[src/include/sfr_consts.vh]
// constants of the serial flash read sequencer: opcodes, header lengths, page geometry
// assumes nothing; definitions only
`ifndef SFR_CONSTS_VH
`define SFR_CONSTS_VH

`define SFR_OP_CONT_FAST   8'h0B
`define SFR_OP_CONT_SLOW   8'h03
`define SFR_OP_CONT_LOWPWR 8'h01
`define SFR_OP_PAGE_READ   8'hD2
`define SFR_OP_BUF1_FAST   8'hD4
`define SFR_OP_BUF1_SLOW   8'hD1
`define SFR_OP_BUF2_FAST   8'hD6
`define SFR_OP_BUF2_SLOW   8'hD3

`define SFR_KIND_NONE      2'h0
`define SFR_KIND_CONT      2'h1
`define SFR_KIND_PAGE      2'h2
`define SFR_KIND_BUF       2'h3

`define SFR_OPC_BITS       6'h08
`define SFR_ADDR_BITS      6'h18
`define SFR_DUMMY_FAST     3'h1
`define SFR_DUMMY_PAGE     3'h4
`define SFR_DUMMY_NONE     3'h0

`define SFR_LAST_BYTE_528  10'h20F
`define SFR_LAST_BYTE_512  10'h1FF

`define SFR_ST_IDLE        3'h0
`define SFR_ST_OPC         3'h1
`define SFR_ST_ADDR        3'h2
`define SFR_ST_DUMMY       3'h3
`define SFR_ST_DATA        3'h4
`define SFR_ST_IGNORE      3'h5

// reset levels of the synchronised pins: bit0 select (high), bit1 clock, bit2 data
`define SFR_PIN_IDLE       3'h1

`endif

[src/hw/sfr_read_seq.v]
// serial flash read-command sequencer: decodes the read opcodes from the serial link
// and streams array or buffer bytes out on the serial output.
// assumes cs/sck/si arrive asynchronously from pins, sck well below a quarter of i_sys_clk,
// and that the array and buffer storage answer one i_sys_clk cycle after a read pulse.
//
// Notes on behaviour
// cs low starts; 8-bit opcode then address
// every field shifted most significant bit first
// 0Bh takes three address, one dummy byte
// 528 mode: 13 page bits, 10 byte bits
// 512 mode: 13 page bits, 9 byte bits
// 03h has no dummy byte
// 01h behaves exactly like 03h
// continuous read crosses pages without delay
// end of array wraps to page zero
// host keeps cs low whole command
// cs high ends read, output released
// array reads never touch the buffers
// D2h takes address plus four dummy bytes
// page read wraps within same page
// D4h/D1h buffer one, D6h/D3h buffer two
// 528 buffer: 14 dummy, 10 offset bits
// 512 buffer: 15 dummy, 9 offset bits
// only D4h and D6h take dummy byte
// buffer read wraps to buffer start
// host matches opcode to clock class
// sample on sck rise, drive after fall
`timescale 1ns/1ps
`include "sfr_consts.vh"

module sfr_read_seq (
  input  wire        i_sys_clk,
  input  wire        i_rst_n,
  input  wire        i_page_512,
  input  wire        i_cs_n,
  input  wire        i_sck,
  input  wire        i_si,
  output reg         o_so,
  output reg         o_so_oe,
  output reg         o_arr_rd,
  output reg  [12:0] o_page_index_bits,
  output reg  [9:0]  o_byte_offset_bits,
  input  wire [7:0]  i_arr_data,
  output reg         o_buf_rd,
  output reg         o_buf_sel,
  input  wire [7:0]  i_buf_data
);

  // opcode class; used by the header decode and by the kind_reg load
  function [1:0] op_kind;
    input [7:0] op;
    begin
      case (op)
        `SFR_OP_CONT_FAST, `SFR_OP_CONT_SLOW, `SFR_OP_CONT_LOWPWR: op_kind = `SFR_KIND_CONT;
        `SFR_OP_PAGE_READ:                                         op_kind = `SFR_KIND_PAGE;
        `SFR_OP_BUF1_FAST, `SFR_OP_BUF1_SLOW,
        `SFR_OP_BUF2_FAST, `SFR_OP_BUF2_SLOW:                      op_kind = `SFR_KIND_BUF;
        default:                                                   op_kind = `SFR_KIND_NONE;
      endcase
    end
  endfunction

  function [2:0] op_dummy;
    input [7:0] op;
    begin
      case (op)
        `SFR_OP_CONT_FAST, `SFR_OP_BUF1_FAST, `SFR_OP_BUF2_FAST: op_dummy = `SFR_DUMMY_FAST; // see R3
        `SFR_OP_PAGE_READ:                                     op_dummy = `SFR_DUMMY_PAGE;
        default:                                               op_dummy = `SFR_DUMMY_NONE; // see R6
      endcase
    end
  endfunction

  // states and the reset levels of the three pins
  localparam [2:0] ST_IDLE   = `SFR_ST_IDLE;
  localparam [2:0] ST_OPC    = `SFR_ST_OPC;
  localparam [2:0] ST_ADDR   = `SFR_ST_ADDR;
  localparam [2:0] ST_DUMMY  = `SFR_ST_DUMMY;
  localparam [2:0] ST_DATA   = `SFR_ST_DATA;
  localparam [2:0] ST_IGNORE = `SFR_ST_IGNORE;
  localparam [2:0] PIN_IDLE  = `SFR_PIN_IDLE;

  // start offset inside a page or a buffer; upper address bits are don't-care
  function [9:0] start_offset;
    input [23:0] a;
    input        is_512;
    begin
      start_offset = is_512 ? {1'b0, a[8:0]} : a[9:0]; // see R4 see R5 see R16
    end
  endfunction

  function [12:0] start_page;
    input [23:0] a;
    input        is_512;
    begin
      start_page = is_512 ? a[21:9] : a[22:10]; // see R4
    end
  endfunction

  // byte after off, folding back to zero past the last byte
  function [9:0] next_offset;
    input [9:0] off;
    input [9:0] last;
    begin
      next_offset = (off == last) ? 10'h000 : off + 10'h001;
    end
  endfunction

  // buffer two is chosen by its own pair of opcodes
  function buffer_of;
    input [7:0] op;
    begin
      case (op)
        `SFR_OP_BUF2_FAST, `SFR_OP_BUF2_SLOW: buffer_of = 1'b1;
        default:                              buffer_of = 1'b0;
      endcase
    end
  endfunction

  // two-flop synchronisers, one per pin; stage one feeds only stage two
  wire [2:0] pin_async = {i_si, i_sck, i_cs_n};
  wire [2:0] pin_sync;
  genvar     g;

  generate
    for (g = 0; g < 3; g = g + 1) begin : g_sync
      reg meta_reg;
      reg sync_reg;
      always @(posedge i_sys_clk) begin
        if (!i_rst_n) begin
          meta_reg <= PIN_IDLE[g];
          sync_reg <= PIN_IDLE[g];
        end else begin
          meta_reg <= pin_async[g];
          sync_reg <= meta_reg;
        end
      end
      assign pin_sync[g] = sync_reg;
    end
  endgenerate

  wire cs_n_sync = pin_sync[0];
  wire sck_sync  = pin_sync[1];
  wire si_sync   = pin_sync[2];

  reg  sck_prev_reg;

  always @(posedge i_sys_clk) begin
    if (!i_rst_n) begin
      sck_prev_reg <= 1'b0;
    end else begin
      sck_prev_reg <= sck_sync;
    end
  end

  // si passes as many flops as sck, so its bit is settled when the rise is seen
  wire sck_rise = sck_sync & ~sck_prev_reg;
  wire sck_fall = ~sck_sync & sck_prev_reg;

  reg  [2:0]  state_reg;
  reg  [2:0]  state_next;
  reg  [5:0]  cnt_reg;
  reg  [5:0]  cnt_next;
  reg  [7:0]  op_reg;
  reg  [23:0] addr_reg;
  reg  [1:0]  kind_reg;
  reg  [2:0]  bit_reg;
  reg  [7:0]  byte_reg;
  reg         fetch_wait_reg;
  reg         start_rd;
  reg  [23:0] start_addr;

  wire [23:0] addr_full  = {addr_reg[22:0], si_sync};
  wire [7:0]  op_full    = {op_reg[6:0], si_sync};
  wire [5:0]  dummy_bits = {op_dummy(op_reg), 3'h0};
  wire [9:0]  last_byte  = i_page_512 ? `SFR_LAST_BYTE_512 : `SFR_LAST_BYTE_528;
  wire        opc_rise   = !cs_n_sync && sck_rise && (state_reg == ST_OPC);
  wire        addr_rise  = !cs_n_sync && sck_rise && (state_reg == ST_ADDR);
  wire        data_fall  = !cs_n_sync && sck_fall && (state_reg == ST_DATA);
  wire        byte_end   = data_fall && (bit_reg == 3'h7);

  // header sequencing; a deselect wins over any clock edge in the same cycle
  always @* begin
    state_next = state_reg;
    cnt_next   = cnt_reg;
    start_rd   = 1'b0;
    start_addr = addr_reg;
    if (cs_n_sync) begin
      state_next = ST_IDLE;
      cnt_next   = 6'h00;
    end else begin
      case (state_reg)
        ST_IDLE: begin
          state_next = ST_OPC;
          cnt_next   = 6'h00;
        end
        ST_OPC: begin
          if (sck_rise) begin
            cnt_next = cnt_reg + 6'h01;
            if (cnt_reg == `SFR_OPC_BITS - 6'h01) begin
              cnt_next   = 6'h00;
              // unknown or non-read opcodes are left alone until deselect
              state_next = (op_kind(op_full) == `SFR_KIND_NONE) ? ST_IGNORE : ST_ADDR;
            end
          end
        end
        ST_ADDR: begin
          if (sck_rise) begin
            cnt_next = cnt_reg + 6'h01;
            if (cnt_reg == `SFR_ADDR_BITS - 6'h01) begin
              cnt_next = 6'h00;
              if (op_dummy(op_reg) == `SFR_DUMMY_NONE) begin
                state_next = ST_DATA; // see R6 see R7
                start_rd   = 1'b1;
                start_addr = addr_full;
              end else begin
                state_next = ST_DUMMY;
              end
            end
          end
        end
        ST_DUMMY: begin
          if (sck_rise) begin
            cnt_next = cnt_reg + 6'h01;
            if (cnt_reg == dummy_bits - 6'h01) begin // see R3 see R13
              cnt_next   = 6'h00;
              state_next = ST_DATA;
              start_rd   = 1'b1;
            end
          end
        end
        ST_DATA: begin
          state_next = ST_DATA;
        end
        ST_IGNORE: begin
          state_next = ST_IGNORE;
        end
        default: begin
          state_next = ST_IDLE;
        end
      endcase
    end
  end

  // opcode and address shift registers
  always @(posedge i_sys_clk) begin
    if (!i_rst_n) begin
      state_reg <= ST_IDLE;
      cnt_reg   <= 6'h00;
      op_reg    <= 8'h00;
      addr_reg  <= 24'h000000;
      kind_reg  <= `SFR_KIND_NONE;
    end else begin
      state_reg <= state_next;
      cnt_reg   <= cnt_next;
      if (opc_rise) begin
        op_reg <= op_full;
        if (cnt_reg == `SFR_OPC_BITS - 6'h01) begin
          kind_reg <= op_kind(op_full);
        end
      end
      if (addr_rise) begin
        addr_reg <= addr_full;
      end
    end
  end

  // serial output; the level is kept on deselect, only the enable drops
  always @(posedge i_sys_clk) begin
    if (!i_rst_n) begin
      bit_reg <= 3'h0;
      o_so    <= 1'b0;
      o_so_oe <= 1'b0;
    end else if (cs_n_sync) begin
      o_so_oe <= 1'b0;
    end else if (start_rd) begin
      bit_reg <= 3'h0;
    end else if (data_fall) begin
      o_so_oe <= 1'b1;
      o_so    <= byte_reg[3'h7 - bit_reg]; // see R2
      bit_reg <= bit_reg + 3'h1;
    end
  end

  // storage answers one cycle after the read pulse; capture it then
  always @(posedge i_sys_clk) begin
    if (!i_rst_n) begin
      fetch_wait_reg <= 1'b0;
      byte_reg       <= 8'h00;
    end else begin
      fetch_wait_reg <= start_rd || byte_end;
      if (fetch_wait_reg) begin
        byte_reg <= (kind_reg == `SFR_KIND_BUF) ? i_buf_data : i_arr_data;
      end
    end
  end

  // read port: first fetch at header end, then one per byte shifted out
  always @(posedge i_sys_clk) begin
    if (!i_rst_n) begin
      o_arr_rd           <= 1'b0;
      o_buf_rd           <= 1'b0;
      o_buf_sel          <= 1'b0;
      o_page_index_bits  <= 13'h0000;
      o_byte_offset_bits <= 10'h000;
    end else begin
      o_arr_rd <= 1'b0;
      o_buf_rd <= 1'b0;
      if (start_rd) begin
        o_byte_offset_bits <= start_offset(start_addr, i_page_512); // see R4 see R5 see R16
        if (kind_reg == `SFR_KIND_BUF) begin
          o_page_index_bits <= 13'h0000;
          o_buf_rd          <= 1'b1;
          o_buf_sel         <= buffer_of(op_reg);
        end else begin
          o_page_index_bits <= start_page(start_addr, i_page_512); // see R4
          o_arr_rd          <= 1'b1;
        end
      end else if (byte_end) begin
        // next byte fetched a full clock period before its first bit is due
        o_byte_offset_bits <= next_offset(o_byte_offset_bits, last_byte); // see R8 see R14
        if (kind_reg == `SFR_KIND_BUF) begin
          o_buf_rd <= 1'b1;
        end else begin
          o_arr_rd <= 1'b1; // array path only, buffers never written
          if (kind_reg == `SFR_KIND_CONT && o_byte_offset_bits == last_byte) begin
            o_page_index_bits <= o_page_index_bits + 13'h0001; // 8191 rolls to 0; see R8
          end
        end
      end
    end
  end

endmodule // sfr_read_seq

[config.mk]
export PLATFORM = sky130hd
export DESIGN_NAME = sfr_read_seq
export DESIGN_NICKNAME = d
export VERILOG_FILES = /design/src/hw/sfr_read_seq.v
export VERILOG_INCLUDE_DIRS = /design/src /design/src/include
export SDC_FILE = /design/constraint.sdc
export NUM_CORES = 1
export LEC_CHECK = 0
export ABC_CLOCK_PERIOD_IN_PS = 7400
export BUFFER_PORTS_ARGS = -buffer_cell sky130_fd_sc_hd__buf_2
export CAP_MARGIN = 20
export CORE_MARGIN = 2
export CORE_UTILIZATION = 46
export CTS_CLUSTER_SIZE = 20
export DETAILED_ROUTE_END_ITERATION = 16
export GPL_ROUTABILITY_DRIVEN = 0
export PLACE_DENSITY_LB_ADDON = 0.25
export SLEW_MARGIN = 5
export SYNTH_ARGS = -nofsm -noshare
export SYNTH_HDL_FRONTEND = slang
export SYNTH_SLANG_ARGS = --single-unit
[constraint.sdc]
create_clock -name i_sys_clk -period 7.4 [get_ports i_sys_clk]
set_input_delay 0 -clock i_sys_clk [delete_from_list [all_inputs] [get_ports i_sys_clk]]
set_output_delay 0 -clock i_sys_clk [all_outputs]
set_load 0.01 [all_outputs]
==> results of run 1 <==
==> layer usage <==
layer  global-route usage (%)  vias up
met1                     29.4     2043
met2                     32.7      134
li1                         -     2154
met4                     6.86        0
met5                        0        -
met3                     3.74       15
==> stage by stage <==
step | power (W) | utilization [%] | area [µm²] | setup WS [ns]
after CTS | 0.000858 | 54.3 | 5350 | 4.01
after floorplan | 0.000513 | - | 4700 | 4.62
after global placement | 0.000522 | 50.3 | 4960 | 4.15
after global routing | 0.000883 | 54.3 | 5350 | 3.68
after detailed placement | 0.000523 | 50.3 | 4960 | 4.04
final | 0.000849 | 54.3 | 5350 | 3.98
==> cells in the mapped netlist (4+ instances only) <==
cell                       count  area share (%)
sky130_fd_sc_hd__a211oi_1      7             1.1
sky130_fd_sc_hd__a21oi_1      46             4.9
sky130_fd_sc_hd__a311oi_1     10             1.9
sky130_fd_sc_hd__a31oi_1       4            0.53
sky130_fd_sc_hd__and2_1        9             1.2
sky130_fd_sc_hd__and3_1        7            0.93
sky130_fd_sc_hd__buf_2         5            0.53
sky130_fd_sc_hd__clkbuf_1     27             2.2
sky130_fd_sc_hd__dfxtp_1      89              38
sky130_fd_sc_hd__ha_1          6             1.6
sky130_fd_sc_hd__inv_1         6            0.48
sky130_fd_sc_hd__mux2i_1      16             3.4
sky130_fd_sc_hd__nand2_1     101             8.1
sky130_fd_sc_hd__nand2b_1      9             1.2
sky130_fd_sc_hd__nand3_1      30             3.2
sky130_fd_sc_hd__nand3b_1      4            0.64
sky130_fd_sc_hd__nand4_1       5            0.67
sky130_fd_sc_hd__nor2_1       46             3.7
sky130_fd_sc_hd__nor2b_1       4            0.53
sky130_fd_sc_hd__nor3_1       17             1.8
sky130_fd_sc_hd__nor4_1        4            0.53
sky130_fd_sc_hd__nor4_2        4             1.1
sky130_fd_sc_hd__o21ai_1       6            0.64
sky130_fd_sc_hd__o22ai_1      12             1.6
sky130_fd_sc_hd__o32ai_1       9             1.7
sky130_fd_sc_hd__or3_1         5            0.67
sky130_fd_sc_hd__xnor2_1      15             2.8
sky130_fd_sc_hd__xor2_1        4            0.75
==> area by class of cell <==
| type | instances | area [µm²] | area share, % |
|---|---|---|---|
| clock inverters | 3 | 21.3 | 0.397 |
| flip-flops and latches | 89 | 1780 | 33.3 |
| clock buffers | 13 | 179 | 3.34 |
| inverters | 7 | 26.3 | 0.491 |
| multi-input cells | 436 | 2730 | 51.0 |
| repair buffers | 70 | 450 | 8.41 |
| well taps | 133 | 166 | 3.11 |
==> repair_timing <==
| item | CTS | global route |
|---|---|---|
| hold buffers | 19 | 0 |
| endpoints found under the setup margin | 0 | 0 |
| endpoints found under the hold margin | 11 | 0 |
==> final timing paths <==
| path | start | cells after the start | slack, ns | end |
|---|---|---|---|---|
| hold reg to reg | g_sync[0].meta_reg | 1 | 0.42 | cs_n_sync |
| setup reg to reg | op_reg[6] | 11 | 3.98 | o_page_index_bits[9] |
| hold / removal | i_rst_n | 2 | 0.02 | g_sync[0].meta_reg |
| setup / recovery | op_reg[6] | 11 | 3.98 | o_page_index_bits[9] |
==> cell families (layout without fill, tap and decap cells) <==
kind of cell / Yosys count / after routing
adder cells (fa/ha/maj): 6 / 6
XOR/XNOR: 20 / 20
buffers and inverters: 45 / 93
AO/OA/AOI/OAI: 126 / 126
flip-flops: 89 / 89
multiplexers: 18 / 18
AND/OR/NAND/NOR: 266 / 266
==> where the power goes <==
part	switching, W	leakage [nW]	internal (W)
logic	0.0000194	1.12	0.0000145
registers	0.00000205	0.718	0.000480
clock network	0.000172	0.102	0.000160
==> results.txt, run 1 <==
- The floorplan has 36 rows.
* Final Hold Fails: 0
- Synthesized-area fraction occupied by adder cells: 1.60%
- Leaving out filler cells and counting taps, the final layout contains 751.
- Leading cell types in the layout, fill and taps excluded: 101 x sky130_fd_sc_hd__nand2_1, 89 x sky130_fd_sc_hd__dfxtp_1, 49 x sky130_fd_sc_hd__buf_2
* Via count of the first global-routing pass: 3909
* Run status: complete, no violations
- Share of async-settable or async-resettable flops after synthesis: 0%
- For this block, wires on met1 add up to 5.48 mm.
* Average wire per standard cell: about 15 µm
* Pin count of the biggest net entering global routing: 49
* Summed negative setup slack over all endpoints: 0 ns
- At the worst endpoint, the required time is around 7.7 ns.
- Detailed routing placed a total of 667 µm of wire on met3.
- The worst-case IR drop observed on VDD is 0.129 mV.
- Fin crit share: 46.3%
- Wire segments on met2 add up to 5.12 mm in the final route.
- ANT cells: 0
- Seq/Total Area, Yosys: ~38%
- Number of warnings issued by yosys: 0
- Global-route wire length before repair: 19.1 mm
* Topmost layer with routed signal wires: met4
- CTS saw 89 sinks.
- Post-synthesis mux area share: 4.37%
- Post-synthesis compound-gate area fraction: 19.4%
- Setup violations remaining at the end of the flow were counted as 0.
- Via count: 4346
- The clock tree synthesis step divided the H-tree into 3 levels.
- Detailed placement ended at an HPWL of 7.80 mm.
- Predominant post-synthesis flop cell: sky130_fd_sc_hd__dfxtp_1
- After detailed routing, the total wire length is 11.5 mm.
- STA classifies the critical path startpoint as a flop.
- The synthesized design contains slightly below 90 register bits.
* Total of buffers placed on input and output ports: 49
- The path class of the tightest hold or removal check is in -> reg.
* Xor/xnor share of the synthesized area: about 3.9%
- At the end of the flow, the number of nets in the layout was 641.
* Power Dens Cells: 158 mW/mm²
- In this run the remaining antenna-violating nets after routing total 0.
- Latest clock arrival within the worst-skew pair: 0.35 ns
- The first TritonRoute pass finished after 5 iterations.
* Post_cts resized: 0
* Global-route congestion overflow total: 0
- Worst clock skew on the final layout: 0.0129 ns
* Remaining routing DRC violations: 0
- In this run the vertical extent of the chip is 105 µm.
- The worst setup path is captured at a flop.
* Clock period minus worst slack: 3.42 ns
- After technology mapping, the gate count stands at 570.
- GRT Util Overall: 21.0%
- In this run the horizontal extent of the chip is 105 µm.
- Setup repair after global routing missed its margin: no
- The max-slew violation count came to 0.
- The number of different library cells used by synthesis comes to 70.
- Arrival time of the worst setup path: 3.68 ns
- The first routing iteration left roughly 260 violations.
- Top cell family by delay on the critical path: simple AND/OR/NAND/NOR gates
- Number of cells in the design after placement: 716
* Initial antenna violation count: 0
- Number of synthesized flops with an enable pin: 0
- Post-CTS setup-driven buffer insertion count: 0
- Synth Net Count: 598
* Critical Path Slowest Stage Cell: sky130_fd_sc_hd__dfxtp_1
* Area delta synth->final: 13.9%
* Transition at the pin with the smallest max-transition slack: 0.820 ns
- FMAX: 292 MHz
- Number of flip-flops under the largest register name: 23
* Maximum root-to-sink buffer count: 2
- Cells with a size suffix above 1 make up 14.9% of the layout.
- Peak per-stage delay on the critical path: roughly 0.48 ns
- Area of the core: 0.00986 mm²
- Largest family of logic cells by synthesized area: simple AND/OR/NAND/NOR gates
* I/O pin cnt: 50
- For this configuration, the core starts out at a cell density of 47.7%.
- The worst setup path is of the reg -> reg kind.
* Clock slew at the register clock pins of the worst setup and hold paths: 0.09 ns
- TritonCTS built the clock tree.
* Hold_ws: 0.0184 ns
* Number of buffer and inverter stages on the critical path: 0
- Netlist Area Pre-Place: 0.00470 mm²
- The critical path goes through nand3_1 > nor3_1 > nand2_1 > or3_1 > ha_1 > xnor2_1 > nor4_1 > a211o_1 > o2111a_2 > nand3_2 > o32ai_1.
* Number of fill cells: 903
- Across the run, the number of max-cap violations was 0.
- Headroom to the max-slew limit came out at 45.4%.
- Number of CTS-inserted buffers: 9
- In this run the worst path has a maximum fanout of 16.
- The cell sitting at the root of the clock tree is a sky130_fd_sc_hd__clkbuf_8.
- Commonest non-fill, non-tap cell in the layout: sky130_fd_sc_hd__nand2_1
- Syn_area_per_cell: 8.25 µm²
- Pleak: slightly below 2 nW
- Vias per cell: 5.79
* Die outline area: 0.0110 mm²
* Simple-gate portion of the synthesized area: between 20 and 30%
(Power assumes the default switching activity.)
==> run 2, diff against run 1 <==
--- a/config.mk
+++ b/config.mk
@@ -6,7 +6,7 @@
 export SDC_FILE = /design/constraint.sdc
 export NUM_CORES = 1
 export LEC_CHECK = 0
-export ABC_CLOCK_PERIOD_IN_PS = 7400
+export ABC_CLOCK_PERIOD_IN_PS = 2900
 export BUFFER_PORTS_ARGS = -buffer_cell sky130_fd_sc_hd__buf_2
 export CAP_MARGIN = 20
 export CORE_MARGIN = 2
==> constraint.sdc (replaced) <==
create_clock -name i_sys_clk -period 2.9 [get_ports i_sys_clk]
set_input_delay 0 -clock i_sys_clk [delete_from_list [all_inputs] [get_ports i_sys_clk]]
set_output_delay 0 -clock i_sys_clk [all_outputs]
set_load 0.01 [all_outputs]
==> results.txt, run 2 (same netlist as run 1, synthesis figures left out) <==
- Final-stage net count: about 650
- Pin count of the biggest net entering global routing: 48
- Global-route congestion overflow total: 0
- Clock-pin slew was measured on the worst setup and hold paths at roughly 0.08 ns.
- In the routed design, unresolved DRC markers number 0.
* Endpoint type of the worst setup path: flop
- The longest clock path from root to sink contains 2 buffers.
- Required arrival time at the worst endpoint: 3.21 ns
- The repair_antennas step left the layout with diodes totalling 0.
- Number of DRC markers after the initial detailed-route iteration: 226
- For this design the top-level I/O count stands at 50.
- Critical path class: reg -> reg
- The number of antenna violations at the first check in global routing was 0.
- Across all hold checks on the routed design, the worst slack comes to 0.0328 ns.
* Pins over their slew limit: 0
- The final layout contains routed wiring with a total length of 11.8 mm.
- Global routing consumed, over all layers together, a little over a fifth of the routing resources.
* Transition at the pin with the smallest max-transition slack: 0.760 ns
* Vias per cell: about 5.8
* Number of cells in the design after placement: between 700 and 800
* Clock period minus worst slack: about 2.8 ns
- At the worst endpoint, the arrival time is 3.12 ns.
- Antenna Violating Nets Remaining: 0
* Setup repair after global routing missed its margin: yes
* Count of TritonRoute iterations in the first routing pass: 5
- Average wire per standard cell: about 15 µm
- Placed standard-cell area: 0.00505 mm²
- Pleak: 2.02 nW
- Total setup violations reported at the end of the flow: 0
- Summed negative setup slack over all endpoints: 0 ns
* Sum of net half-perimeters after detailed placement: between 7 and 8 mm
- Number of flip-flops under the largest register name: 23
- Fin crit share: 96.9%
- Share of layout cells above drive strength 1: 18.9%
- The run finished with clean final reports.
- Leading cell types in the layout, fill and taps excluded: 100 x sky130_fd_sc_hd__nand2_1, 85 x sky130_fd_sc_hd__dfxtp_1, 49 x sky130_fd_sc_hd__buf_2
- Of all nets on the critical path, the largest fanout is 14.
* Clock tree from TritonCTS: built
* Hold-critical path depth: 2
- After floorplanning, the core was divided into 36 placement rows.
* Maximum VDD drop: between 0.2 and 0.3 mV
* Via count: 4427
* Power Dens Cells: 386 mW/mm²
- Number of fill cells: 874
- Via count of the first global-routing pass: ~4000
* R2R cell count: 12
* Number of CTS-inserted buffers: 9
- Commonest non-fill, non-tap cell in the layout: sky130_fd_sc_hd__nand2_1
* Worst clock skew on the final layout: 0.0141 ns
- The tree is rooted in a sky130_fd_sc_hd__clkbuf_8.
- Critical path startpoint category: flop
- Final Hold Fails: 0
* Area delta synth->final: 18.3%
- For the worst-skew pair, the clock arrives at the later sink with an insertion delay of 0.36 ns.
- Slew HR: approximately 49%
- Static timing analysis puts the maximum clock frequency at around 360 MHz.
* Area of the core: just under 0.01 mm²
* Number of sinks driven by the clock tree: 89
- Final cell count without fillers: 763
- The H-tree generated during clock tree synthesis spans 3 levels.
- Initial core utilization: 47.7%
- Final Instance Area: 0.00556 mm²
* Worst hold path class: in -> reg
- From bottom edge to top edge, the die measures 105 µm.
* Die span in x: between 100 and 150 µm
- The floorplan step defined a die boundary enclosing 0.0110 mm².
* # Max-Cap Violations: 0
- Global-route wire length before repair: a little under 20 mm
- Total of buffers placed on input and output ports: 49
-- run 2: changes by cell type in the layout (fill, tap and decap cells not counted), moves of 3 or more --
cell,before,now
sky130_fd_sc_hd__buf_4,2,13
sky130_fd_sc_hd__clkbuf_8,13,9
sky130_fd_sc_hd__dfxtp_1,89,85
sky130_fd_sc_hd__clkbuf_1,0,3
sky130_fd_sc_hd__dfxtp_4,0,3
sky130_fd_sc_hd__nor3_1,17,14
sky130_fd_sc_hd__nor3_2,0,3
-- run 2: what timing repair did --
action                                 in CTS  in global routing
gates resized for setup                     1                 26
hold buffers                               19                  0
endpoints found under the hold margin      11                  0
pin swaps                                   2                  4
setup buffers                               0                  1
setup endpoints to repair                   1                 37
-- run 2: routing by layer --
layer | wire (µm) | GRT usage (%) | vias up
met5 | 0 | 0 | -
met4 | 121 | 6.48 | 0
met3 | 580 | 3.43 | 13
met2 | 5520 | 34.1 | 146
met1 | 5560 | 30.1 | 2081
li1 | - | - | 2187
-- run 2: final cells by class --
type	count	area [µm²]	share of cell area, %
inverters	7	26.3	0.473
clock inverters	3	42.5	0.765
multi-input cells	436	2840	51.0
repair buffers	83	559	10.1
well taps	133	166	2.99
flip-flops and latches	89	1790	32.3
clock buffers	12	135	2.43
-- run 2: path summary, 6_finish.rpt --
| kind | to | from | slack, ns |
|---|---|---|---|
| hold reg to reg | cs_n_sync | g_sync[0].meta_reg | 0.42 |
| setup reg to reg | o_byte_offset_bits[4] | op_reg[6] | 0.09 |
| hold / removal | cs_n_sync | i_rst_n | 0.03 |
| setup / recovery | o_byte_offset_bits[4] | op_reg[6] | 0.09 |
-- run 2: critical path, stage by stage (launching register included) --
cell and delay, ns:
sky130_fd_sc_hd__dfxtp_4 0.38, sky130_fd_sc_hd__nand3_1 0.07, sky130_fd_sc_hd__nor3_1 0.14, sky130_fd_sc_hd__nand2_1 0.08, sky130_fd_sc_hd__or3_4 0.35, sky130_fd_sc_hd__ha_4 0.31
sky130_fd_sc_hd__xnor2_4 0.13, sky130_fd_sc_hd__nor3_2 0.07, sky130_fd_sc_hd__or4_4 0.46, sky130_fd_sc_hd__o2111a_2 0.23, sky130_fd_sc_hd__buf_8 0.17, sky130_fd_sc_hd__a32oi_2 0.17
sky130_fd_sc_hd__o311a_1 0.18
-- run 2: where the power goes --
part	switching, W	internal, W	total [W]
clock network	0.000436	0.000394	0.000830
registers	0.00000533	0.00122	0.00123
logic	0.0000517	0.0000374	0.0000891
total	0.000493	0.00165	0.00215
-- run 2: metrics by stage --
| step | utilization [%] | power, W | setup WS [ns] |
|---|---|---|---|
| detailed placement | 51.2 | 0.00133 | -0.000204 |
| CTS | 55.0 | 0.00215 | 0.00356 |
| floorplan | - | 0.00131 | 0.120 |
| finish | 56.4 | 0.00215 | 0.0900 |
| global route | 56.4 | 0.00222 | -0.0663 |
| global placement | 51.2 | 0.00133 | 0.0733 |
==> run 3, diff against run 2 <==
--- a/config.mk
+++ b/config.mk
@@ -9,7 +9,7 @@
 export ABC_CLOCK_PERIOD_IN_PS = 2900
 export BUFFER_PORTS_ARGS = -buffer_cell sky130_fd_sc_hd__buf_2
 export CAP_MARGIN = 20
-export CORE_MARGIN = 2
+export CORE_MARGIN = 3
 export CORE_UTILIZATION = 46
 export CTS_CLUSTER_SIZE = 20
 export DETAILED_ROUTE_END_ITERATION = 16
==> results.txt, run 3 (same netlist as run 1, synthesis figures left out) <==
* Final Hold Fails: 0
- Source of the worst register-to-register timing path: op_reg[0]
- Global-route congestion overflow total: 0
* Clock period minus worst slack: 2.85 ns
* Required arrival time at the worst endpoint: 3.16 ns
* Pins over their slew limit: 0
- For this run, the post-layout net count is 659.
- Most used cell along the critical path: sky130_fd_sc_hd__nor3_1
- Before CTS, the worst setup slack after placement is -0.0323 ns.
- Critical path class: reg -> reg
- Run status: complete, no violations
* Vias per cell: slightly below 6
- Number of standard-cell rows in the floorplan: 36
- Maximum root-to-sink buffer count: 2
- The number of cells on the worst reg-to-reg path is 10.
- Critical Path Slowest Stage Cell: sky130_fd_sc_hd__dfxtp_1
* FMAX: between 300 and 400 MHz
- Average wire per standard cell: between 15 and 20 µm
- # Max-Cap Violations: 0
* Endpoint type of the worst setup path: flop
- Number of DRC markers after the initial detailed-route iteration: 280
- The library cells used most frequently in the layout, excluding fill and tap cells, are 100 x sky130_fd_sc_hd__nand2_1, 84 x sky130_fd_sc_hd__dfxtp_1, 49 x sky130_fd_sc_hd__buf_2.
- Antenna Violating Nets Remaining: 0
- Critical path startpoint category: flop
* Wire length reported by the detailed router: 12.1 mm
- Setup violations remaining at the end of the flow were counted as 0.
- The finished cells cover around 0.0057 mm².
* Power Dens Cells: 407 mW/mm²
* Cell Chain, Critical Path: nand2b_1 > nor3_1 > nor2_1 > ha_4 > xnor2_2 > nor3_1 > or4_4 > o2111a_2 > nand3_4 > o32ai_1
- Detailed placement ended at an HPWL of ~8 mm.
* Via count: 4497
- In this run the worst path has a maximum fanout of 10.
- The H-tree was split into 3 levels.
* Remaining routing DRC violations: 0
* Fin crit share: between 90% and 100%
- The number of antenna violations at the first check in global routing came to 0.
* Clock slew at the register clock pins of the worst setup and hold paths: 0.09 ns
- The pre-antenna-repair detailed-routing pass consisted of 7 iterations.
- Clock skew on the completed layout was measured at 0.00838 ns.
- The number of antenna diodes in the final layout is 0.
- After detailed placement, the total cell area comes to 0.00510 mm².
- Commonest non-fill, non-tap cell in the layout: sky130_fd_sc_hd__nand2_1
- At the worst endpoint, the arrival time is 3.11 ns.
- Number of CTS-inserted buffers: 9
- Relative to the synthesized area, the layout overhead comes to 20.3%.
- Die outline area: 0.0115 mm²
- Pin count of the biggest net entering global routing: 33
* Clock tree from TritonCTS: built
* GRT Util Overall: 21.4%
* Die span in x: 107 µm
- Initial core utilization: between 40% and 50%
- Slack of the worst reg-to-reg path: 0.05 ns
- Number of sinks driven by the clock tree: 89
- Summing internal, switching and leakage power gives 0.00230 W.
* Worst min-delay path endpoint: g_sync[0].meta_reg
* Maximum VDD drop: approximately 0.26 mV
* Hold_ws: 0.0207 ns
* I/O pin cnt: 50
- Root buffer cell: sky130_fd_sc_hd__clkbuf_8
* Slew HR: 45.9%
* Latest clock arrival within the worst-skew pair: 0.36 ns
* Hold-critical path depth: 2
- For this design the static power due to leakage is 2.08 nW.
- The core region is 0.00986 mm².
* Minimum setup slack in the final design: around 0.053 ns
- Terminus of the critical flop-to-flop path: o_page_index_bits[10]
- The via count of the first global-routing pass was 4165.
- Number of flip-flops under the largest register name: 23
* Total of buffers placed on input and output ports: 49
* Peak per-stage delay on the critical path: 0.40 ns
* Start point of the worst hold path: i_rst_n
- The min-delay analysis places its worst path in the category in -> reg.
- Share of layout cells above drive strength 1: 19.8%
- Setup repair after global routing missed its margin: yes
- The first global-routing pass estimated 20.1 mm of wire.
- For the pin with the worst max-slew slack, the measured transition is roughly 0.8 ns.
- Vert. Die Dim: 107 µm
-- run 3: cell types whose count changed in the layout (fill, tap and decap cells not counted), moves of 2 or more --
cell,delta
sky130_fd_sc_hd__buf_4,+3
sky130_fd_sc_hd__clkbuf_1,-3
sky130_fd_sc_hd__dfxtp_2,+2
sky130_fd_sc_hd__nor3_1,+2
sky130_fd_sc_hd__nor3_2,-2
sky130_fd_sc_hd__o32ai_1,-2
sky130_fd_sc_hd__o32ai_2,+2
-- run 3: how the worst max path moves through the flow --
stage                     slack, ns  depth (start not counted)       from                     to
after floorplan                0.12                         12  op_reg[6]              o_buf_sel
after global placement         0.06                         11  op_reg[6]  o_byte_offset_bits[6]
after detailed placement      -0.03                         11  op_reg[6]  o_page_index_bits[12]
after CTS                      0.01                         11  op_reg[6]  o_byte_offset_bits[6]
after global routing          -0.07                         11  op_reg[6]   o_page_index_bits[6]
final                          0.05                         10  op_reg[0]  o_page_index_bits[10]
-- run 3: report_power, final --
| part | internal, W | switching, W | total [W] |
|---|---|---|---|
| registers | 0.00122 | 0.00000545 | 0.00123 |
| logic | 0.0000449 | 0.0000549 | 0.0000998 |
| clock network | 0.000512 | 0.000462 | 0.000974 |
| total | 0.00178 | 0.000523 | 0.00230 |
-- run 3: area by class of cell --
type	instances	area, µm²
clock inverters	6	90.1
well taps	133	166
flip-flops and latches	89	1790
repair buffers	88	623
fillers	894	4210
inverters	7	26.3
multi-input cells	436	2820
clock buffers	10	138
-- run 3: through the flow --
step | util, % | cells | TNS (ns)
after floorplan | - | 570 | 0
after global placement | 51.7 | 732 | 0
after detailed placement | 51.7 | 732 | -0.0683
after CTS | 56.2 | 768 | 0
after global routing | 57.3 | 769 | -0.897
final | 57.3 | 769 | 0
-- run 3: critical path, delay by kind of cell (launching register included) --
kind | cells | cell delay (ns)
AND/OR/NAND/NOR | 6 | 1.31
adder cells (fa/ha/maj) | 1 | 0.26
flip-flops | 1 | 0.40
AO/OA/AOI/OAI | 2 | 0.64
XOR/XNOR | 1 | 0.14
-- run 3: repair_timing --
item	in CTS	in global routing
buffers inserted	1	0
endpoints found under the hold margin	11	0
hold buffers	19	0
pin swaps	1	1
endpoints found under the setup margin	13	32
gates cloned	0	1
gates resized for setup	5	17
-- run 3: metal layers --
| metal | part of all wire [%] | GRT usage (%) | up-vias | wire length (µm) |
|---|---|---|---|---|
| li1 | - | - | 2186 | - |
| met1 | 46 | 29.6 | 2121 | 5560 |
| met2 | 46 | 34.2 | 169 | 5590 |
| met3 | 6.0 | 3.67 | 21 | 728 |
| met4 | 1.8 | 6.58 | 0 | 220 |
| met5 | 0 | 0 | - | 0 |
